--- config.mk ---
export PLATFORM = sky130hd
export DESIGN_NAME = compare_timer
export DESIGN_NICKNAME = d
export VERILOG_FILES = /design/src/timer_pkg.sv /design/src/compare_link_if.sv /design/src/compare_timer.sv /design/src/compare_unit.sv /design/src/tick_source.sv
export SDC_FILE = /design/constraint.sdc
export NUM_CORES = 1
export LEC_CHECK = 0
export BUFFER_PORTS_ARGS = -buffer_cell sky130_fd_sc_hd__clkbuf_2
export CAP_MARGIN = 20
export CORE_ASPECT_RATIO = 0.7
export CORE_MARGIN = 2
export CORE_UTILIZATION = 55
export CTS_CLUSTER_SIZE = 40
export DETAILED_ROUTE_END_ITERATION = 7
export HOLD_SLACK_MARGIN = 0.06
export PLACE_DENSITY = 0.78
export SLEW_MARGIN = 15
export SYNTH_ARGS = -nofsm -noshare
export SYNTH_HDL_FRONTEND = slang
export SYNTH_SLANG_ARGS = --single-unit
--- constraint.sdc ---
create_clock -name clk_i -period 2.9 [get_ports clk_i]
set_clock_uncertainty 0.1 [all_clocks]
set_input_delay 0 -clock clk_i [delete_from_list [all_inputs] [get_ports clk_i]]
set_output_delay 0 -clock clk_i [all_outputs]
set_load 0.02 [all_outputs]
--- src/timer_pkg.sv ---
// Register map, field positions, encodings and timing constants of the compare timer.
package timer_pkg;
  // Byte addresses of the registers on the bus.
  localparam logic [7:0] OFS_CTRL = 8'h00;
  localparam logic [7:0] OFS_GATE = 8'h04;
  localparam logic [7:0] OFS_COUNT_LO = 8'h08;
  localparam logic [7:0] OFS_COUNT_HI = 8'h0c;
  localparam logic [7:0] OFS_CMP_LO = 8'h10;
  localparam logic [7:0] OFS_CMP_HI = 8'h14;
  localparam logic [7:0] OFS_CMP_CTRL = 8'h18;
  localparam logic [7:0] OFS_IRQ_STATUS = 8'h1c;
  localparam logic [7:0] OFS_IRQ_MASK = 8'h20;
  // Fields of the counter control register.
  localparam int CTRL_ON_BIT = 0;
  localparam int CTRL_ASYNC_BIT = 2;
  localparam int CTRL_OSCEN_BIT = 3;
  localparam int CTRL_PS_LSB = 4;
  localparam int CTRL_CS_LSB = 6;
  // Fields of the gate control register.
  localparam int GATE_POL_BIT = 6;
  localparam int GATE_EN_BIT = 7;
  // Interrupt status and mask bits.
  localparam int IRQ_CMP_BIT = 0;
  localparam int IRQ_OVF_BIT = 1;
  // Values after reset.
  localparam logic [7:0] CTRL_RST = 8'h00;
  localparam logic [7:0] GATE_RST = 8'h00;
  localparam logic [15:0] COUNT_RST = 16'h0000;
  localparam logic [15:0] CMP_RST = 16'h0000;
  localparam logic [3:0] MODE_RST = 4'h0;
  localparam logic [1:0] IRQ_RST = 2'h0;
  // Clock source select codes.
  localparam logic [1:0] CS_INSTR = 2'h0;
  localparam logic [1:0] CS_SYS = 2'h1;
  localparam logic [1:0] CS_EXT = 2'h2;
  localparam logic [1:0] CS_LFOSC = 2'h3;
  // Compare mode codes.
  localparam logic [3:0] MODE_OFF = 4'h0;
  localparam logic [3:0] MODE_TOGGLE = 4'h2;
  localparam logic [3:0] MODE_SET = 4'h8;
  localparam logic [3:0] MODE_CLEAR = 4'h9;
  localparam logic [3:0] MODE_SWINT = 4'ha;
  localparam logic [3:0] MODE_TRIGGER = 4'hb;
  // The instruction clock is the system clock divided by four.
  localparam int CLK_PERIOD_NS = 10;
  localparam int INSTR_PERIOD_NS = 40;
  localparam int INSTR_DIV_CYCLES = INSTR_PERIOD_NS / CLK_PERIOD_NS;
endpackage
--- src/compare_link_if.sv ---
// Interface joining the timer core to its compare unit.
`timescale 1ns/10ps
interface compare_link_if;
  logic [15:0] count;
  logic tick;
  logic count_wr;
  logic [15:0] cmp_value;
  logic [3:0] mode;
  logic ctrl_clear;
  logic adc_enabled;
  logic match;
  logic out_level;
  logic out_drive;
  logic adc_trigger;
  logic period_clear;
  modport unit (input count, tick, count_wr, cmp_value, mode, ctrl_clear, adc_enabled,
                output match, out_level, out_drive, adc_trigger, period_clear);
  modport core (output count, tick, count_wr, cmp_value, mode, ctrl_clear, adc_enabled,
                input match, out_level, out_drive, adc_trigger, period_clear);
endinterface

--- src/compare_timer.sv ---
// Top of the 16-bit timer with compare unit and Wishbone register slave.
// Contract
// - The counter is 16 bits, read and written as high and low bytes.
// - Writing either count byte loads that byte of the counter at once.
// - Off when on bit clear; with gate enable it counts only while gated.
// - Clock select: 11 slow oscillator, 10 pin, 01 system, 00 instruction clock.
// - System clock source steps four counts per instruction cycle.
// - Internal sources advance through the prescaler.
// - External pin counts rising edges, synchronised or asynchronous.
// - Pin counting needs a falling edge after enable, write or disable.
// - On the instruction clock the count holds in Sleep and resumes after.
// - With the external source the timer keeps running in Sleep.
// - The compare pair is checked against the counter for equality.
// - A match performs the mode action and sets the compare flag.
// - Clearing the compare control register drives the output latch low.
// - Mode 1010 only sets the flag and leaves the pin alone.
// - Mode 1011 resets the counter and starts a conversion if enabled.
// - Trigger fires at the match; counter clears on the next tick.
//
// Decided for this implementation: the placing of the registers and the Wishbone slave port.
`timescale 1ns/10ps
module compare_timer #(
  parameter int COUNT_W = 16,
  parameter int PS_W = 2
) (
  input wire logic clk_i,
  input wire logic rst_i,
  input wire logic wb_cyc_i,
  input wire logic wb_stb_i,
  input wire logic wb_we_i,
  input wire logic [7:0] wb_adr_i,
  input wire logic [3:0] wb_sel_i,
  input wire logic [31:0] wb_dat_i,
  output logic [31:0] wb_dat_o,
  output logic wb_ack_o,
  input wire logic external_count_pin_i,
  input wire logic gate_input_pin_i,
  input wire logic low_freq_internal_osc_i,
  input wire logic sleep_i,
  input wire logic adc_enabled_i,
  output logic compare_output_pin_o,
  output logic compare_output_oe_o,
  output logic adc_trigger_o,
  output logic irq_o
);
  logic [7:0] counter_control_reg;
  logic [7:0] gate_control_reg;
  logic [15:0] count;
  logic [7:0] compare_value_low;
  logic [7:0] compare_value_high;
  logic [3:0] compare_mode_field;
  logic [1:0] irq_status;
  logic [1:0] irq_mask;
  logic wr_en;
  logic wr_lo;
  logic wr_hi;
  logic counter_on_bit;
  logic gate_enable_bit;
  logic gate_open;
  logic run;
  logic tick;
  logic overflow;
  logic [7:0] rdata;
  logic [1:0] clr_bits;
  compare_link_if lnk ();

  if (COUNT_W != 16) begin : g_bad_width
    $error("compare_timer: COUNT_W must be 16, the counter is two bytes");
  end

  // The prescale field sits between the async bit and the clock select.
  if (PS_W < 1 || PS_W > 2) begin : g_bad_ps
    $error("compare_timer: PS_W must be 1 or 2, the prescale field has two bits");
  end

  // Bus write strobe: a write takes effect on the edge where ack is seen high.
  assign wr_en = wb_cyc_i && wb_stb_i && wb_we_i && wb_ack_o && wb_sel_i[0];
  assign wr_lo = wr_en && wb_adr_i == timer_pkg::OFS_COUNT_LO;
  assign wr_hi = wr_en && wb_adr_i == timer_pkg::OFS_COUNT_HI;
  assign clr_bits = (wr_en && wb_adr_i == timer_pkg::OFS_IRQ_STATUS) ? wb_dat_i[1:0] : 2'h0;

  // Enable table: off unless on, gate only matters when gate enable is set.
  assign counter_on_bit = counter_control_reg[timer_pkg::CTRL_ON_BIT];
  assign gate_enable_bit = gate_control_reg[timer_pkg::GATE_EN_BIT];
  assign gate_open = gate_input_pin_i == gate_control_reg[timer_pkg::GATE_POL_BIT];
  assign run = counter_on_bit && (!gate_enable_bit || gate_open);

  tick_source #(
    .PS_W(PS_W)
  ) u_tick (
    .clk_i(clk_i),
    .rst_i(rst_i),
    .src_sel_i(counter_control_reg[timer_pkg::CTRL_CS_LSB +: 2]),
    .ps_i(counter_control_reg[timer_pkg::CTRL_PS_LSB +: PS_W]),
    .async_i(counter_control_reg[timer_pkg::CTRL_ASYNC_BIT]),
    .on_i(counter_on_bit),
    .run_i(run),
    .sleep_i(sleep_i),
    .cnt_wr_i(wr_lo || wr_hi),
    .ext_pin_i(external_count_pin_i),
    .lfosc_i(low_freq_internal_osc_i),
    .tick_o(tick)
  );

  // Signals handed to the compare unit.
  assign lnk.count = count;
  assign lnk.tick = tick;
  assign lnk.count_wr = wr_lo || wr_hi;
  assign lnk.cmp_value = {compare_value_high, compare_value_low};
  assign lnk.mode = compare_mode_field;
  assign lnk.ctrl_clear = wr_en && wb_adr_i == timer_pkg::OFS_CMP_CTRL &&
                          wb_dat_i[7:0] == 8'h00;
  assign lnk.adc_enabled = adc_enabled_i;

  compare_unit u_cmp (
    .clk_i(clk_i),
    .rst_i(rst_i),
    .lnk(lnk)
  );

  // Control registers written by software.
  always_ff @(posedge clk_i) begin
    if (rst_i) begin
      counter_control_reg <= timer_pkg::CTRL_RST;
      gate_control_reg <= timer_pkg::GATE_RST;
      compare_value_low <= timer_pkg::CMP_RST[7:0];
      compare_value_high <= timer_pkg::CMP_RST[15:8];
      compare_mode_field <= timer_pkg::MODE_RST;
      irq_mask <= timer_pkg::IRQ_RST;
    end else if (wr_en) begin
      unique case (wb_adr_i)
        timer_pkg::OFS_CTRL: counter_control_reg <= wb_dat_i[7:0];
        timer_pkg::OFS_GATE: gate_control_reg <= wb_dat_i[7:0];
        timer_pkg::OFS_CMP_LO: compare_value_low <= wb_dat_i[7:0];
        timer_pkg::OFS_CMP_HI: compare_value_high <= wb_dat_i[7:0];
        timer_pkg::OFS_CMP_CTRL: compare_mode_field <= wb_dat_i[3:0];
        timer_pkg::OFS_IRQ_MASK: irq_mask <= wb_dat_i[1:0];
        default: ;
      endcase
    end
  end

  // The counter: byte writes load directly, ticks increment or apply a period clear.
  // With the system clock as source and prescale 00 it steps every clock, four per instruction cycle.
  always_ff @(posedge clk_i) begin
    if (rst_i) begin
      count <= timer_pkg::COUNT_RST;
    end else if (wr_lo || wr_hi) begin
      if (wr_lo) begin
        count[7:0] <= wb_dat_i[7:0];
      end
      if (wr_hi) begin
        count[15:8] <= wb_dat_i[7:0];
      end
    end else if (tick) begin
      if (lnk.period_clear) begin
        count <= 16'h0000;
      end else begin
        count <= count + 16'h0001;
      end
    end
  end
  assign overflow = tick && !lnk.period_clear && !(wr_lo || wr_hi) && count == 16'hffff;

  // Sticky interrupt flags; a new event wins over a clear in the same cycle.
  always_ff @(posedge clk_i) begin
    if (rst_i) begin
      irq_status <= timer_pkg::IRQ_RST;
    end else begin
      irq_status[timer_pkg::IRQ_CMP_BIT] <= lnk.match ||
        (irq_status[timer_pkg::IRQ_CMP_BIT] && !clr_bits[timer_pkg::IRQ_CMP_BIT]);
      irq_status[timer_pkg::IRQ_OVF_BIT] <= overflow ||
        (irq_status[timer_pkg::IRQ_OVF_BIT] && !clr_bits[timer_pkg::IRQ_OVF_BIT]);
    end
  end

  // Registered outputs toward the pins and the interrupt controller.
  always_ff @(posedge clk_i) begin
    if (rst_i) begin
      irq_o <= 1'b0;
      compare_output_pin_o <= 1'b0;
      compare_output_oe_o <= 1'b0;
      adc_trigger_o <= 1'b0;
    end else begin
      irq_o <= |(irq_status & irq_mask);
      compare_output_pin_o <= lnk.out_level;
      compare_output_oe_o <= lnk.out_drive;
      adc_trigger_o <= lnk.adc_trigger;
    end
  end

  // Read multiplexer; unmapped addresses read zero.
  always_comb begin
    unique case (wb_adr_i)
      timer_pkg::OFS_CTRL: rdata = counter_control_reg;
      timer_pkg::OFS_GATE: rdata = gate_control_reg;
      timer_pkg::OFS_COUNT_LO: rdata = count[7:0];
      timer_pkg::OFS_COUNT_HI: rdata = count[15:8];
      timer_pkg::OFS_CMP_LO: rdata = compare_value_low;
      timer_pkg::OFS_CMP_HI: rdata = compare_value_high;
      timer_pkg::OFS_CMP_CTRL: rdata = {4'h0, compare_mode_field};
      timer_pkg::OFS_IRQ_STATUS: rdata = {6'h00, irq_status};
      timer_pkg::OFS_IRQ_MASK: rdata = {6'h00, irq_mask};
      default: rdata = 8'h00;
    endcase
  end

  // Classic Wishbone: ack one cycle after the request, dropped the cycle after.
  always_ff @(posedge clk_i) begin
    if (rst_i) begin
      wb_ack_o <= 1'b0;
      wb_dat_o <= 32'h00000000;
    end else begin
      wb_ack_o <= wb_cyc_i && wb_stb_i && !wb_ack_o;
      if (wb_cyc_i && wb_stb_i && !wb_ack_o) begin
        wb_dat_o <= {24'h000000, rdata};
      end
    end
  end

  chk_off_holds_count:
    assert property (@(posedge clk_i) disable iff (rst_i)
      (!counter_on_bit && !wr_lo && !wr_hi) |=> $stable(count))
    else $error("Counter moved while off.");
  chk_gate_closed_holds:
    assert property (@(posedge clk_i) disable iff (rst_i)
      (gate_enable_bit && !gate_open && !wr_lo && !wr_hi) |=> $stable(count))
    else $error("Counter moved while gate closed.");
  chk_sys_clock_step:
    assert property (@(posedge clk_i) disable iff (rst_i)
      (run && !sleep_i && !wr_lo && !wr_hi && !lnk.period_clear &&
       counter_control_reg[7:4] == 4'h4)
      |=> count == $past(count) + 16'h0001)
    else $error("System clock source did not step every cycle.");
  chk_sleep_holds_instr:
    assert property (@(posedge clk_i) disable iff (rst_i)
      (sleep_i && counter_control_reg[7:6] == timer_pkg::CS_INSTR && !wr_lo && !wr_hi)
      |=> $stable(count))
    else $error("Counter moved in Sleep on instruction clock.");
  chk_count_write_loads:
    assert property (@(posedge clk_i) disable iff (rst_i)
      wr_lo |=> count[7:0] == $past(wb_dat_i[7:0]))
    else $error("Low byte write did not load the counter.");
  chk_match_sets_flag:
    assert property (@(posedge clk_i) disable iff (rst_i)
      lnk.match |=> irq_status[timer_pkg::IRQ_CMP_BIT] ##1
      (irq_o || !irq_mask[timer_pkg::IRQ_CMP_BIT]))
    else $error("Match did not set the compare flag.");
  chk_flag_sticky:
    assert property (@(posedge clk_i) disable iff (rst_i)
      (irq_status[timer_pkg::IRQ_CMP_BIT] && !clr_bits[timer_pkg::IRQ_CMP_BIT])
      |=> irq_status[timer_pkg::IRQ_CMP_BIT])
    else $error("Compare flag dropped without a clear.");
  chk_period_clear:
    assert property (@(posedge clk_i) disable iff (rst_i)
      (lnk.period_clear && tick && !wr_lo && !wr_hi) |=> count == 16'h0000)
    else $error("Period clear not applied on the tick.");
  chk_high_write_loads:
    assert property (@(posedge clk_i) disable iff (rst_i)
      wr_hi |=> count[15:8] == $past(wb_dat_i[7:0]))
    else $error("High byte write did not load the counter.");
  chk_trigger_needs_adc:
    assert property (@(posedge clk_i) disable iff (rst_i)
      !adc_enabled_i |-> ##2 !adc_trigger_o)
    else $error("Conversion started while the converter was off.");
endmodule

--- src/compare_unit.sv ---
// Compare unit: match detection, output latch and conversion trigger.
`timescale 1ns/10ps
module compare_unit (
  input wire logic clk_i,
  input wire logic rst_i,
  compare_link_if.unit lnk
);
  logic eq, eq_prev;

  // True for the codes that use the compare function.
  function automatic logic is_compare(input logic [3:0] m);
    return m == timer_pkg::MODE_TOGGLE || m == timer_pkg::MODE_SET ||
           m == timer_pkg::MODE_CLEAR || m == timer_pkg::MODE_SWINT ||
           m == timer_pkg::MODE_TRIGGER;
  endfunction

  // Equality is checked every cycle; a match is its rising edge.
  assign eq = (lnk.count == lnk.cmp_value);
  always_ff @(posedge clk_i) begin
    if (rst_i) begin
      eq_prev <= 1'b0;
    end else begin
      eq_prev <= eq;
    end
  end
  assign lnk.match = eq && !eq_prev && is_compare(lnk.mode);

  // Output latch, separate from any port latch.
  always_ff @(posedge clk_i) begin
    if (rst_i || lnk.ctrl_clear) begin
      lnk.out_level <= 1'b0;
    end else if (lnk.match) begin
      if (lnk.mode == timer_pkg::MODE_TOGGLE) begin
        lnk.out_level <= !lnk.out_level;
      end else if (lnk.mode == timer_pkg::MODE_SET) begin
        lnk.out_level <= 1'b1;
      end else if (lnk.mode == timer_pkg::MODE_CLEAR) begin
        lnk.out_level <= 1'b0;
      end
    end
  end

  // The pin is driven only in the toggle, set and clear modes.
  always_ff @(posedge clk_i) begin
    if (rst_i) begin
      lnk.out_drive <= 1'b0;
    end else begin
      lnk.out_drive <= lnk.mode == timer_pkg::MODE_TOGGLE ||
                       lnk.mode == timer_pkg::MODE_SET || lnk.mode == timer_pkg::MODE_CLEAR;
    end
  end

  // Trigger pulses right after the match; the counter clear waits for the next tick.
  always_ff @(posedge clk_i) begin
    if (rst_i) begin
      lnk.adc_trigger <= 1'b0;
      lnk.period_clear <= 1'b0;
    end else begin
      lnk.adc_trigger <= lnk.match && lnk.mode == timer_pkg::MODE_TRIGGER &&
                         lnk.adc_enabled;
      if (lnk.match && lnk.mode == timer_pkg::MODE_TRIGGER) begin
        lnk.period_clear <= 1'b1;
      end else if (lnk.tick || lnk.count_wr) begin
        lnk.period_clear <= 1'b0;
      end
    end
  end

  chk_trigger_on_match:
    assert property (@(posedge clk_i) disable iff (rst_i)
      (lnk.match && lnk.mode == timer_pkg::MODE_TRIGGER && lnk.adc_enabled) |=> lnk.adc_trigger)
    else $error("Conversion trigger missing after match.");
  chk_swint_no_drive:
    assert property (@(posedge clk_i) disable iff (rst_i)
      (lnk.mode == timer_pkg::MODE_SWINT) ##1 (lnk.mode == timer_pkg::MODE_SWINT)
      |-> !lnk.out_drive)
    else $error("Pin driven in software interrupt mode.");
  chk_clear_forces_low:
    assert property (@(posedge clk_i) disable iff (rst_i)
      lnk.ctrl_clear |=> !lnk.out_level)
    else $error("Output latch not low after control clear.");
endmodule

--- src/tick_source.sv ---
// Clock source selection, prescaler and external edge handling of the timer.
`timescale 1ns/10ps
module tick_source #(
  parameter int PS_W = 2
) (
  input wire logic clk_i,
  input wire logic rst_i,
  input wire logic [1:0] src_sel_i,
  input wire logic [PS_W-1:0] ps_i,
  input wire logic async_i,
  input wire logic on_i,
  input wire logic run_i,
  input wire logic sleep_i,
  input wire logic cnt_wr_i,
  input wire logic ext_pin_i,
  input wire logic lfosc_i,
  output wire logic tick_o
);
  logic [1:0] instr_cnt;
  logic instr_en;
  logic ext_s1, ext_s2, ext_a, ext_prev, ext_sel, ext_rise, ext_fall;
  logic armed, lf_prev, lf_rise, src_event;
  logic [PS_W-1:0] ps_cnt;

  if (PS_W < 1) begin : g_bad_ps
    $error("tick_source: PS_W must be at least 1");
  end

  // Free divider giving one instruction-clock enable every four system clocks.
  always_ff @(posedge clk_i) begin
    if (rst_i || instr_en) begin
      instr_cnt <= 2'h0;
    end else begin
      instr_cnt <= instr_cnt + 2'h1;
    end
  end
  assign instr_en = (instr_cnt == 2'(timer_pkg::INSTR_DIV_CYCLES - 1));

  // Synchronised and unsynchronised copies of the external pin.
  always_ff @(posedge clk_i) begin
    if (rst_i) begin
      ext_s1 <= 1'b0;
      ext_s2 <= 1'b0;
      ext_a <= 1'b0;
      ext_prev <= 1'b0;
      lf_prev <= 1'b0;
    end else begin
      ext_s1 <= ext_pin_i;
      ext_s2 <= ext_s1;
      ext_a <= ext_pin_i;
      ext_prev <= ext_sel;
      lf_prev <= lfosc_i;
    end
  end
  assign ext_sel = async_i ? ext_a : ext_s2;
  assign ext_rise = ext_sel && !ext_prev;
  assign ext_fall = !ext_sel && ext_prev;
  assign lf_rise = lfosc_i && !lf_prev;

  // A falling edge must be seen before the first counted rising edge.
  always_ff @(posedge clk_i) begin
    if (rst_i || !on_i || cnt_wr_i) begin
      armed <= 1'b0;
    end else if (ext_fall) begin
      armed <= 1'b1;
    end
  end

  // Source events; instruction and system clocks stop in Sleep, the external pin and slow oscillator keep counting.
  always_comb begin
    unique case (src_sel_i)
      timer_pkg::CS_INSTR: src_event = instr_en && !sleep_i;
      timer_pkg::CS_SYS: src_event = !sleep_i;
      timer_pkg::CS_EXT: src_event = ext_rise && armed;
      timer_pkg::CS_LFOSC: src_event = lf_rise;
    endcase
  end

  // Prescaler dividing source events by ps_i plus one.
  always_ff @(posedge clk_i) begin
    if (rst_i || !run_i || cnt_wr_i || tick_o) begin
      ps_cnt <= '0;
    end else if (src_event) begin
      ps_cnt <= ps_cnt + 1'b1;
    end
  end
  assign tick_o = run_i && src_event && (ps_cnt >= ps_i);

  chk_arm_blocks_tick:
    assert property (@(posedge clk_i) disable iff (rst_i)
      (src_sel_i == timer_pkg::CS_EXT && !armed) |-> !tick_o)
    else $error("External edge counted before a falling edge.");
endmodule

==> metrics.txt, run 1 <==
# TYPE chip_impl_metric gauge
chip_impl_metric{name="clock_insertion_delay_worst_skew",unit="ns"} 0.35
chip_impl_metric{name="synth.distinct_cells",unit=""} 58
chip_impl_metric{name="period_needed",unit="ns"} 2.86
chip_impl_info{name="clock-root-buffer",value="clkbuf_16"} 1
chip_impl_metric{name="number_of_global_route_vias_before_repair",unit=""} 4025
chip_impl_metric{name="critical_path.max_fanout",unit=""} 4
chip_impl_metric{name="final_layout_size_suffix_gt1_share",unit="%"} 14.2
chip_impl_metric{name="die-area",unit="um^2"} 8930
chip_impl_info{name="most_frequent_standard_cell_in_the_layout_excluding_fill_and_tap_cells",value="dfxtp_1"} 1
chip_impl_metric{name="postRouteAntennaNets",unit=""} 0
chip_impl_metric{name="final-hold-violation-count",unit=""} 0
chip_impl_metric{name="drt-wirelength-per-cell",unit="um"} 18.4
chip_impl_metric{name="seq_area",unit="um^2"} 1660
chip_impl_metric{name="synthesis.instances",unit=""} 568
chip_impl_metric{name="worst_setup_hold_path_clk_slew",unit="ns"} 0.06
chip_impl_metric{name="cts_num_sinks",unit=""} 83
chip_impl_metric{name="viasPerCell",unit=""} 6.11
chip_impl_metric{name="syn-mean-instance-area",unit="um^2"} 7.92
chip_impl_metric{name="mappedNetlistArea",unit="um^2"} 4500
chip_impl_metric{name="routed_wl",unit="mm"} 13.3
chip_impl_metric{name="number_of_remaining_drc_errors",unit=""} 0
chip_impl_metric{name="grt_start_max_net_pins",unit=""} 59
chip_impl_metric{name="area.growth.synth_to_final",unit="%"} 15.9
chip_impl_metric{name="worst-slew-pin-transition",unit="ns"} 0.856
chip_impl_metric{name="antenna_found_initial",unit=""} 0
chip_impl_metric{name="post-dp-hpwl",unit="mm"} 9.38
chip_impl_metric{name="leakage",unit="uW"} 0.00209
chip_impl_metric{name="rows",unit=""} 27
chip_impl_metric{name="initialDrtViolationCount",unit=""} 510
chip_impl_metric{name="first_pass_drt_iterations",unit=""} 5
chip_impl_metric{name="floorplan.io_pins",unit=""} 91
chip_impl_metric{name="global_route_usage_over_all_layers",unit="%"} 30.2
chip_impl_metric{name="core_area",unit="um^2"} 7910
chip_impl_metric{name="start_util",unit="%"} 56.9
chip_impl_metric{name="max_slew_margin",unit="%"} 42.7
chip_impl_metric{name="cts_made_buffers",unit=""} 9
chip_impl_metric{name="gp_congestion",unit=""} 0.953
chip_impl_metric{name="ys_async_sr_fraction",unit="%"} 0
chip_impl_metric{name="global_route.overflow_total",unit=""} 0
chip_impl_info{name="largest_register",value="count"} 1
chip_impl_metric{name="fp.dieW",unit="um"} 112
chip_impl_metric{name="detailroute.via_count",unit=""} 4437
chip_impl_metric{name="worstPathRequired",unit="ns"} 3.09
chip_impl_metric{name="number_of_enable_flip_flop_cells_after_synthesis",unit=""} 0
chip_impl_info{name="worstHoldPathType",value="in -> reg"} 1
chip_impl_info{name="dominantRegCellSynth",value="dfxtp_1"} 1
chip_impl_metric{name="clockBufferDepth",unit=""} 2
chip_impl_metric{name="p_total",unit="uW"} 2500
chip_impl_metric{name="achievable_frequency",unit="GHz"} 0.350
chip_impl_metric{name="critical_path_arrival",unit="ns"} 3.05
chip_impl_metric{name="seq_area_frac_synth",unit="%"} 36.9
chip_impl_info{name="worstSetupPathType",value="reg -> reg"} 1
chip_impl_metric{name="postCtsSetupRepairBufs",unit=""} 0
chip_impl_metric{name="setup_total_negative_slack",unit="ns"} 0
chip_impl_metric{name="preCtsSetupSlack",unit="ns"} 0.570
chip_impl_metric{name="die_height",unit="um"} 79.7
chip_impl_metric{name="power.ir.vdd_worst",unit="uV"} 361
chip_impl_info{name="setup_repair_after_global_routing_missed_its_margin",value="false"} 1
chip_impl_metric{name="post-route-period-util",unit="%"} 98.5
chip_impl_metric{name="nFillCells",unit=""} 695
chip_impl_metric{name="drv_slew",unit=""} 0
chip_impl_metric{name="final_util",unit="%"} 66.0
chip_impl_info{name="timing.critical_path.from_type",value="flop"} 1
chip_impl_metric{name="area_taken_by_multi_input_logic_gates",unit="um^2"} 2600
chip_impl_metric{name="timing.final.ws_setup",unit="ns"} 0.0423
chip_impl_metric{name="synthesis.yosys.warnings",unit=""} 0
chip_impl_info{name="endpoint_kind",value="flop"} 1
chip_impl_metric{name="largest_register_ff_count",unit=""} 16
chip_impl_metric{name="setup-violations-final",unit=""} 0
chip_impl_metric{name="grt_first_pass_wirelength",unit="mm"} 21.0
chip_impl_metric{name="number_of_synthesized_register_bits",unit=""} 83
chip_impl_metric{name="num_antenna_cells",unit=""} 0
chip_impl_metric{name="cap_violations",unit=""} 0
chip_impl_metric{name="cellPowerDensity",unit="nW/um^2"} 479
chip_impl_metric{name="finalNetCount",unit=""} 678
chip_impl_metric{name="cts_htree_levels",unit=""} 3
chip_impl_metric{name="placement.io_buffers",unit=""} 39
chip_impl_info{name="top_library_cells_by_usage_in_the_layout_fill_and_taps_aside",value="83 x dfxtp_1, 78 x nand2_1, 53 x nor2_1"} 1
chip_impl_info{name="result_of_the_run",value="finished, final reports clean"} 1
chip_impl_info{name="cts_tree",value="yes"} 1
==> power breakdown <==
group | internal, uW | switching (uW)
Clock | 686 | 468
Combinational | 57.2 | 127
Sequential | 1150 | 7.39
==> synth_stat cells, types with 6 or more instances <==
| master | number | area share [%] |
|---|---|---|
| nor2b_1 | 8 | 1.1 |
| nand2b_1 | 8 | 1.1 |
| nand4_1 | 11 | 1.5 |
| clkbuf_1 | 26 | 2.2 |
| xor2_1 | 19 | 3.7 |
| nand3_1 | 31 | 3.4 |
| a22oi_1 | 6 | 1.0 |
| buf_4 | 25 | 4.2 |
| and2_1 | 10 | 1.4 |
| o21ai_0 | 28 | 3.1 |
| a211oi_1 | 6 | 1.0 |
| mux2i_1 | 20 | 4.5 |
| nor3_1 | 9 | 1.0 |
| nand2_1 | 78 | 6.5 |
| a32oi_1 | 7 | 1.4 |
| inv_1 | 6 | 0.50 |
| and3_1 | 7 | 0.97 |
| nor4_1 | 10 | 1.4 |
| dfxtp_1 | 83 | 37 |
| nor2_1 | 53 | 4.4 |
| a21oi_1 | 48 | 5.3 |
==> cell type report <==
cell class	instances	share of cell area, %
Sequential cell	83	31.9
Inverter	6	0.432
Tap cell	101	2.42
Clock buffer	11	4.65
Clock inverter	5	1.01
Timing Repair Buffer	76	9.84
Multi-Input combinational cell	444	49.8
==> per-layer routing <==
| layer | share of wire [%] | global-route usage, % | routed length [um] |
|---|---|---|---|
| met4 | 1.3 | 7.93 | 174 |
| met1 | 42 | 41.2 | 5550 |
| met3 | 13 | 10.6 | 1730 |
| met2 | 44 | 45.5 | 5880 |
| met5 | 0 | 0 | 0 |
==> per-stage QoR <==
step,instances,hold slack [ns],area (um^2)
after floorplan,591,-0.0114,4580
after global placement,694,0.118,4750
after detailed placement,694,0.140,4750
after CTS,726,0.0652,5210
after global routing,726,0.102,5220
final,726,0.0643,5220
==> cell families (layout without fill, tap and decap cells) <==
logic type                 after synthesis  in the layout  synth area share [%]
and+or+nand+nor                        248            248                  27.7
adders and majority gates                4              4                  1.11
other                                    1             24                0.0834
xor gates and xnor gates                20             20                  3.89
AOI/OAI and AO/OA                      125            125                  17.2
DFF                                     83             83                  36.9
buffers and inverters                   64             98                  7.59
muxes                                   23             23                  5.45
==> critical path, cell delays in order (launching register included) <==
cell           delay [ns]
dfxtp_1              0.34
xor2_1               0.19
nor4_1               0.46
nand4_1              0.34
nor4_4               0.37
nand4_1              0.21
nor3b_1              0.22
dlygate4sd3_1        0.56
==> worst paths after layout <==
path / cells past startpoint / start / slack (ns) / endpoint
setup reg to reg: 7 / count[8]$_SDFFE_PP0P_ / 0.04 / u_cmp.lnk.adc_trigger$_SDFF_PP0_
hold / removal: 5 / gate_input_pin_i / 0.06 / u_tick.ps_cnt[0]$_SDFFE_PP0P_
setup / recovery: 7 / count[8]$_SDFFE_PP0P_ / 0.04 / u_cmp.lnk.adc_trigger$_SDFF_PP0_
hold reg to reg: 1 / u_tick.instr_cnt[0]$_SDFF_PP0_ / 0.32 / u_tick.instr_cnt[0]$_SDFF_PP0_
==> timing repair <==
action,in CTS,in global routing
gates resized for setup,0,1
hold buffers,16,0
endpoints found under the hold margin,54,0
setup endpoints to repair,0,1
Note: power is estimated with default switching activity, not from simulation.
==> run 2: changes to the inputs <==
--- a/config.mk
+++ b/config.mk
@@ -5,15 +5,16 @@
 export SDC_FILE = /design/constraint.sdc
 export NUM_CORES = 1
 export LEC_CHECK = 0
-export BUFFER_PORTS_ARGS = -buffer_cell sky130_fd_sc_hd__clkbuf_2
 export CAP_MARGIN = 20
 export CORE_ASPECT_RATIO = 0.7
 export CORE_MARGIN = 2
-export CORE_UTILIZATION = 55
+export CORE_UTILIZATION = 60
 export CTS_CLUSTER_SIZE = 40
 export DETAILED_ROUTE_END_ITERATION = 7
+export DONT_BUFFER_PORTS = 1
 export HOLD_SLACK_MARGIN = 0.06
-export PLACE_DENSITY = 0.78
+export MAX_ROUTING_LAYER = met4
+export PLACE_DENSITY = 0.74
 export SLEW_MARGIN = 15
 export SYNTH_ARGS = -nofsm -noshare
 export SYNTH_HDL_FRONTEND = slang
==> metrics.txt, run 2 (synthesized netlist as in run 1, its figures left out) <==
# TYPE chip_impl_metric gauge
chip_impl_metric{name="worstPathRequired",unit="ns"} 3.10
chip_impl_metric{name="grt_start_max_net_pins",unit=""} 76
chip_impl_metric{name="area.growth.synth_to_final",unit="%"} 15.4
chip_impl_metric{name="holdWs",unit="ns"} 0.0840
chip_impl_metric{name="timing.final.ws_setup",unit="ns"} 0.0851
chip_impl_metric{name="viasPerCell",unit=""} 6.39
chip_impl_info{name="setup_repair_after_global_routing_missed_its_margin",value="false"} 1
chip_impl_metric{name="critical_path_arrival",unit="ns"} 3.01
chip_impl_info{name="timing.critical_path.from_type",value="primary input"} 1
chip_impl_metric{name="global_route_usage_over_all_layers",unit="%"} 36.4
chip_impl_metric{name="final-hold-violation-count",unit=""} 0
chip_impl_metric{name="drt-wirelength-per-cell",unit="um"} 20.0
chip_impl_metric{name="nFillCells",unit=""} 576
chip_impl_info{name="worstHoldPathType",value="in -> reg"} 1
chip_impl_metric{name="number_of_global_route_vias_before_repair",unit=""} 4135
chip_impl_metric{name="cts_htree_levels",unit=""} 3
chip_impl_metric{name="cap_violations",unit=""} 0
chip_impl_metric{name="final_layout_size_suffix_gt1_share",unit="%"} 7.91
chip_impl_metric{name="grt_first_pass_wirelength",unit="mm"} 22.2
chip_impl_metric{name="cts_made_buffers",unit=""} 9
chip_impl_metric{name="largest_register_ff_count",unit=""} 16
chip_impl_metric{name="global_route.overflow_total",unit=""} 0
chip_impl_metric{name="antenna_found_initial",unit=""} 1
chip_impl_metric{name="placed_cell_area",unit="um^2"} 4500
chip_impl_info{name="clock-root-buffer",value="clkbuf_8"} 1
chip_impl_metric{name="power.ir.vdd_worst",unit="uV"} 470
chip_impl_metric{name="cellPowerDensity",unit="nW/um^2"} 439
chip_impl_metric{name="finalNetCount",unit=""} 660
chip_impl_metric{name="post-route-period-util",unit="%"} 97.1
chip_impl_metric{name="fp.dieW",unit="um"} 107
chip_impl_metric{name="max_slew_margin",unit="%"} 48.6
chip_impl_metric{name="setup-violations-final",unit=""} 0
chip_impl_metric{name="start_util",unit="%"} 61.7
chip_impl_info{name="top_library_cells_by_usage_in_the_layout_fill_and_taps_aside",value="82 x dfxtp_1, 78 x nand2_1, 53 x nor2_1"} 1
chip_impl_info{name="worstSetupPathType",value="in -> reg"} 1
chip_impl_metric{name="placement.io_buffers",unit=""} 0
chip_impl_metric{name="period_needed",unit="ns"} 2.81
chip_impl_metric{name="leakage",unit="uW"} 0.00200
chip_impl_metric{name="initialDrtViolationCount",unit=""} 429
chip_impl_metric{name="rows",unit=""} 26
chip_impl_metric{name="critical_path.max_fanout",unit=""} 9
chip_impl_info{name="cts_tree",value="yes"} 1
chip_impl_metric{name="die-area",unit="um^2"} 8220
chip_impl_metric{name="core_area",unit="um^2"} 7290
chip_impl_metric{name="postRouteAntennaNets",unit=""} 0
chip_impl_metric{name="finish.instance_area",unit="um^2"} 5190
chip_impl_metric{name="number_of_remaining_drc_errors",unit=""} 0
chip_impl_metric{name="clock_insertion_delay_worst_skew",unit="ns"} 0.37
chip_impl_metric{name="cts_num_sinks",unit=""} 83
chip_impl_metric{name="preCtsSetupSlack",unit="ns"} 0.531
chip_impl_metric{name="floorplan.io_pins",unit=""} 91
chip_impl_metric{name="place_inst",unit=""} 645
chip_impl_metric{name="gp_congestion",unit=""} 0.949
chip_impl_metric{name="worst-slew-pin-transition",unit="ns"} 0.768
chip_impl_metric{name="worst_setup_hold_path_clk_slew",unit="ns"} 0.08
chip_impl_metric{name="clockBufferDepth",unit=""} 2
chip_impl_metric{name="layout.cells.non_filler",unit=""} 706
chip_impl_info{name="endpoint_kind",value="flop"} 1
chip_impl_info{name="result_of_the_run",value="finished, final reports clean"} 1
chip_impl_metric{name="drv_slew",unit=""} 0
chip_impl_metric{name="setup_total_negative_slack",unit="ns"} 0
chip_impl_info{name="largest_register",value="count"} 1
chip_impl_metric{name="first_pass_drt_iterations",unit=""} 5
chip_impl_metric{name="achievable_frequency",unit="GHz"} 0.355
chip_impl_metric{name="detailroute.via_count",unit=""} 4511
chip_impl_info{name="most_frequent_standard_cell_in_the_layout_excluding_fill_and_tap_cells",value="dfxtp_1"} 1
chip_impl_metric{name="routed_wl",unit="mm"} 14.2
chip_impl_metric{name="die_height",unit="um"} 76.4
chip_impl_metric{name="post-dp-hpwl",unit="mm"} 9.22
[run 2: cell count changes in the layout (fill, tap and decap cells not counted), moves of 2 or more]
cell / change
clkinv_2: -2
clkbuf_2: -39
clkbuf_16: -9
dlygate4sd3_1: +24
buf_4: -6
clkbuf_8: +9
[run 2: final timing paths]
check	start	end	slack, ns	cells after the start
setup / recovery	wb_adr_i[6]	count[8]$_SDFFE_PP0P_	0.09	9
hold reg to reg	u_tick.instr_cnt[0]$_SDFF_PP0_	u_tick.instr_cnt[0]$_SDFF_PP0_	0.33	1
hold / removal	wb_adr_i[5]	wb_dat_o[1]$_SDFFE_PP0P_	0.08	5
setup reg to reg	wb_ack_o$_SDFF_PP0_	counter_control_reg[2]$_SDFFE_PP0P_	0.21	7
[run 2: metal layers]
metal	routed length, um	track usage (%)	vias up
li1	-	-	2049
met4	320	12.1	0
met3	1670	10.9	45
met5	0	-	-
met2	6120	51.4	304
met1	6040	49.8	2113
[run 2: timing repair]
item,4_1_cts,5_1_grt
buffers inserted,0,2
endpoints found under the setup margin,0,3
hold buffers,42,1
hold endpoints to repair,83,2
gates resized for setup,0,3
[run 2: metrics by stage]
stage	util, %	total power (uW)
floorplan	-	1300
global placement	61.7	1270
detailed placement	61.7	1270
CTS	70.9	2270
global route	71.2	2340
finish	71.2	2280
[run 2: where the power goes]
group | leakage [uW] | internal (uW) | switching (uW)
logic | 0.00122 | 59.7 | 117
clock network | 0.000111 | 510 | 432
registers | 0.000671 | 1150 | 8.95
[run 2: critical path, cell delays in order]
cell	delay (ns)
dlygate4sd3_1	0.62
nor4_4	0.38
buf_6	0.21
and2_1	0.18
and3_4	0.24
dlygate4sd3_1	0.57
o21ai_0	0.11
dlygate4sd3_1	0.59
a31oi_1	0.13
[run 2: area by class of cell]
cell class / instances / area (um^2) / area share (%)
inverter: 6 / 22.5 / 0.434
clock inverter: 4 / 73.8 / 1.42
timing repair buffer: 58 / 572 / 11.0
tap: 98 / 123 / 2.36
antenna: 1 / 2.50 / 0.0482
clock buffer: 12 / 145 / 2.80
multi-input combinational: 444 / 2590 / 49.9
sequential: 83 / 1660 / 32.0
==> run 3: changes to the inputs <==
--- a/config.mk
+++ b/config.mk
@@ -18,4 +18,5 @@
 export SLEW_MARGIN = 15
 export SYNTH_ARGS = -nofsm -noshare
 export SYNTH_HDL_FRONTEND = slang
+export SYNTH_HIERARCHICAL = 1
 export SYNTH_SLANG_ARGS = --single-unit
==> constraint.sdc (replaced) <==
create_clock -name clk_i -period 2.74 [get_ports clk_i]
set_clock_uncertainty 0.1 [all_clocks]
set_input_delay 0 -clock clk_i [delete_from_list [all_inputs] [get_ports clk_i]]
set_output_delay 0 -clock clk_i [all_outputs]
set_load 0.02 [all_outputs]
==> metrics.txt, run 3 <==
# TYPE chip_impl_metric gauge
chip_impl_metric{name="worst-path-buf-inv",unit=""} 4
chip_impl_metric{name="floorplan.io_pins",unit=""} 91
chip_impl_info{name="endpoint_kind",value="flop"} 1
chip_impl_metric{name="cts_htree_levels",unit=""} 3
chip_impl_info{name="result_of_the_run",value="finished, final reports clean"} 1
chip_impl_metric{name="post-dp-hpwl",unit="mm"} 8.99
chip_impl_info{name="path_delay_family",value="buffers and inverters"} 1
chip_impl_metric{name="number_of_global_route_vias_before_repair",unit=""} 4017
chip_impl_metric{name="grt_start_max_net_pins",unit=""} 87
chip_impl_metric{name="ys_async_sr_fraction",unit="%"} 0
chip_impl_info{name="startpoint",value="wb_adr_i[2]"} 1
chip_impl_metric{name="seq_area",unit="um^2"} 1660
chip_impl_metric{name="start_util",unit="%"} 62.2
chip_impl_metric{name="area.growth.synth_to_final",unit="%"} 13.3
chip_impl_info{name="crit-reg2reg-launch",value="wb_ack_o$_SDFF_PP0_"} 1
chip_impl_metric{name="achievable_frequency",unit="GHz"} 0.386
chip_impl_metric{name="setup_total_negative_slack",unit="ns"} 0
chip_impl_info{name="most_frequent_standard_cell_in_the_layout_excluding_fill_and_tap_cells",value="dfxtp_1"} 1
chip_impl_metric{name="synthesis.instances",unit=""} 557
chip_impl_info{name="worstHoldPathType",value="in -> reg"} 1
chip_impl_metric{name="number_of_synthesized_register_bits",unit=""} 83
chip_impl_metric{name="cp_slowest_stage_delay",unit="ns"} 0.88
chip_impl_metric{name="postCtsSetupRepairBufs",unit=""} 0
chip_impl_metric{name="place_inst",unit=""} 633
chip_impl_metric{name="cellPowerDensity",unit="nW/um^2"} 492
chip_impl_metric{name="die_height",unit="um"} 77.0
chip_impl_info{name="synth.top_cells.by_count",value="83 x dfxtp_1, 73 x nand2_1, 66 x a21oi_1"} 1
chip_impl_metric{name="mappedNetlistArea",unit="um^2"} 4570
chip_impl_info{name="timing.critical_path.mode_cell",value="dlygate4sd3_1"} 1
chip_impl_metric{name="worst-slew-pin-transition",unit="ns"} 0.667
chip_impl_metric{name="route.layer.met1.wl",unit="mm"} 5.78
chip_impl_metric{name="clockBufferDepth",unit=""} 2
chip_impl_info{name="cts_tree",value="yes"} 1
chip_impl_metric{name="critical_path.max_fanout",unit=""} 12
chip_impl_metric{name="timing.critical_path.depth",unit=""} 7
chip_impl_metric{name="nFillCells",unit=""} 619
chip_impl_info{name="synth_most_common_cell",value="dfxtp_1"} 1
chip_impl_metric{name="postCtsResizedCells",unit=""} 0
chip_impl_info{name="dominantRegCellSynth",value="dfxtp_1"} 1
chip_impl_metric{name="cts_made_buffers",unit=""} 9
chip_impl_info{name="largest_register",value="count"} 1
chip_impl_metric{name="period_needed",unit="ns"} 2.59
chip_impl_metric{name="gp_congestion",unit=""} 1.01
chip_impl_metric{name="leakage",unit="uW"} 0.00184
chip_impl_metric{name="worst_setup_hold_path_clk_slew",unit="ns"} 0.09
chip_impl_metric{name="critical_path_arrival",unit="ns"} 2.80
chip_impl_metric{name="postRouteAntennaNets",unit=""} 0
chip_impl_metric{name="max_slew_margin",unit="%"} 55.4
chip_impl_metric{name="rows",unit=""} 26
chip_impl_metric{name="routed-wl-met2",unit="mm"} 5.75
chip_impl_metric{name="detailroute.via_count",unit=""} 4413
chip_impl_metric{name="worstPathRequired",unit="ns"} 2.95
chip_impl_metric{name="grt_first_pass_wirelength",unit="mm"} 21.2
chip_impl_metric{name="final-hold-violation-count",unit=""} 0
chip_impl_metric{name="finalNetCount",unit=""} 638
chip_impl_metric{name="syn-mean-instance-area",unit="um^2"} 8.21
chip_impl_metric{name="initialDrtViolationCount",unit=""} 617
chip_impl_metric{name="viasPerCell",unit=""} 6.44
chip_impl_metric{name="seq_area_frac_synth",unit="%"} 36.4
chip_impl_info{name="timing.critical_path.from_type",value="primary input"} 1
chip_impl_metric{name="number_of_remaining_drc_errors",unit=""} 0
chip_impl_info{name="route.top_layer_used",value="met4"} 1
chip_impl_info{name="worstSetupPathType",value="in -> reg"} 1
chip_impl_info{name="synthDominantAreaCellType",value="dfxtp_1"} 1
chip_impl_metric{name="placement.io_buffers",unit=""} 0
chip_impl_metric{name="power.ir.vdd_worst",unit="uV"} 427
chip_impl_metric{name="fp.dieW",unit="um"} 108
chip_impl_metric{name="worst_r2r_path_depth",unit=""} 7
chip_impl_metric{name="cap_violations",unit=""} 0
chip_impl_metric{name="synthDominantCellAreaShare",unit="%"} 36.4
chip_impl_metric{name="number_of_enable_flip_flop_cells_after_synthesis",unit=""} 0
chip_impl_metric{name="core_area",unit="um^2"} 7350
chip_impl_metric{name="holdWs",unit="ns"} 0.0689
chip_impl_info{name="timing.critical_path.cells",value="dlygate4sd3_1, inv_1, nor3_1, buf_4, nand3_1, dlygate4sd3_1, a21oi_1"} 1
chip_impl_metric{name="drt-wirelength-per-cell",unit="um"} 19.7
chip_impl_metric{name="final_layout_size_suffix_gt1_share",unit="%"} 8.55
chip_impl_info{name="top_library_cells_by_usage_in_the_layout_fill_and_taps_aside",value="83 x dfxtp_1, 73 x nand2_1, 66 x a21oi_1"} 1
chip_impl_metric{name="synth.distinct_cells",unit=""} 68
chip_impl_metric{name="area_taken_by_multi_input_logic_gates",unit="um^2"} 2640
chip_impl_metric{name="cts_num_sinks",unit=""} 83
chip_impl_info{name="hp-start",value="wb_adr_i[2]"} 1
chip_impl_metric{name="post-route-period-util",unit="%"} 94.6
chip_impl_metric{name="largest_register_ff_count",unit=""} 16
chip_impl_metric{name="layout.cells.non_filler",unit=""} 685
chip_impl_metric{name="clock_insertion_delay_worst_skew",unit="ns"} 0.37
chip_impl_metric{name="routed_wl",unit="mm"} 13.5
chip_impl_metric{name="global_route.overflow_total",unit=""} 0
chip_impl_metric{name="first_pass_drt_iterations",unit=""} 5
chip_impl_info{name="clock-root-buffer",value="clkbuf_8"} 1
chip_impl_metric{name="synthesis.yosys.warnings",unit=""} 6
chip_impl_metric{name="hold_path_depth",unit=""} 4
chip_impl_metric{name="global_route_usage_over_all_layers",unit="%"} 34.4
chip_impl_info{name="setup_repair_after_global_routing_missed_its_margin",value="false"} 1
chip_impl_info{name="critPathSlowestCell",value="dlygate4sd3_1"} 1
chip_impl_metric{name="wl_met3",unit="mm"} 1.60
chip_impl_info{name="synth.area.top_cells",value="dfxtp_1 36%, a21oi_1 7.2%, nand2_1 6.0%"} 1
chip_impl_metric{name="p_total",unit="uW"} 2550
chip_impl_metric{name="drv_slew",unit=""} 0
chip_impl_metric{name="die-area",unit="um^2"} 8340
chip_impl_metric{name="setup-violations-final",unit=""} 0
chip_impl_metric{name="antenna_found_initial",unit=""} 1
-- run 3: final timing paths --
kind / slack (ns) / to
worst min register to register: 0.33 / u_tick/instr_cnt[0]$_SDFF_PP0_
worst max-delay path: 0.15 / compare_value_high[3]$_SDFFE_PP0P_
worst min-delay path: 0.07 / wb_dat_o[5]$_SDFFE_PP0P_
worst max register to register: 0.21 / u_tick/ps_cnt[0]$_SDFFE_PP0P_
-- run 3: metrics by stage --
step / util (%) / cell area, um^2 / setup WS (ns)
after global placement: 61.9 / 4550 / 0.438
after global routing: 70.4 / 5180 / 0.0467
after detailed placement: 61.9 / 4550 / 0.368
final: 70.5 / 5180 / 0.149
after CTS: 70.4 / 5170 / 0.138
after floorplan: - / 4660 / 0.502
-- run 3: logic make-up (layout without fill, tap and decap cells) --
family                   Yosys count  count (layout)  share of synthesized area (%)
AO/OA/AOI/OAI                    132             132                           19.4
XOR/XNOR                          17              17                           3.26
flip-flops                        83              83                           36.4
multiplexers                      23              23                           6.54
buffers and inverters             70              75                           7.99
other                              1              26                         0.0820
adder cells (fa/ha/maj)            4               4                           1.10
AND/OR/NAND/NOR                  227             227                           25.3
-- run 3: layer usage --
metal  up-vias  track usage (%)
met5         -                -
met4         0             12.7
met3        47             11.1
met2       280             47.9
met1      2063             46.6
li1       2023                -
-- run 3: area by class of cell --
type                            instances  area share [%]
Sequential cell                        83            32.1
Timing Repair Buffer                   43            8.21
Clock buffer                           10            2.46
Multi-Input combinational cell        427            51.0
Tap cell                               98            2.37
Antenna cell                            2          0.0966
Clock inverter                          6            2.63
Inverter                               16            1.16
-- run 3: timing repair --
item                                    in CTS  in global routing
hold endpoints to repair                    83                  0
hold buffers                                34                  0
endpoints found under the setup margin       0                  1
-- run 3: tightest hold or removal path, stage by stage --
cell     delay (ns)
mux4_2         0.17
a21oi_1        0.08
o21ai_0        0.14
nor2b_1        0.11
-- run 3: report_power, final --
group	switching, uW	internal (uW)	leakage (uW)
clock network	463	701	0.000127
registers	3.78	1210	0.000670
logic	113	53.1	0.00105
total	580	1970	0.00184
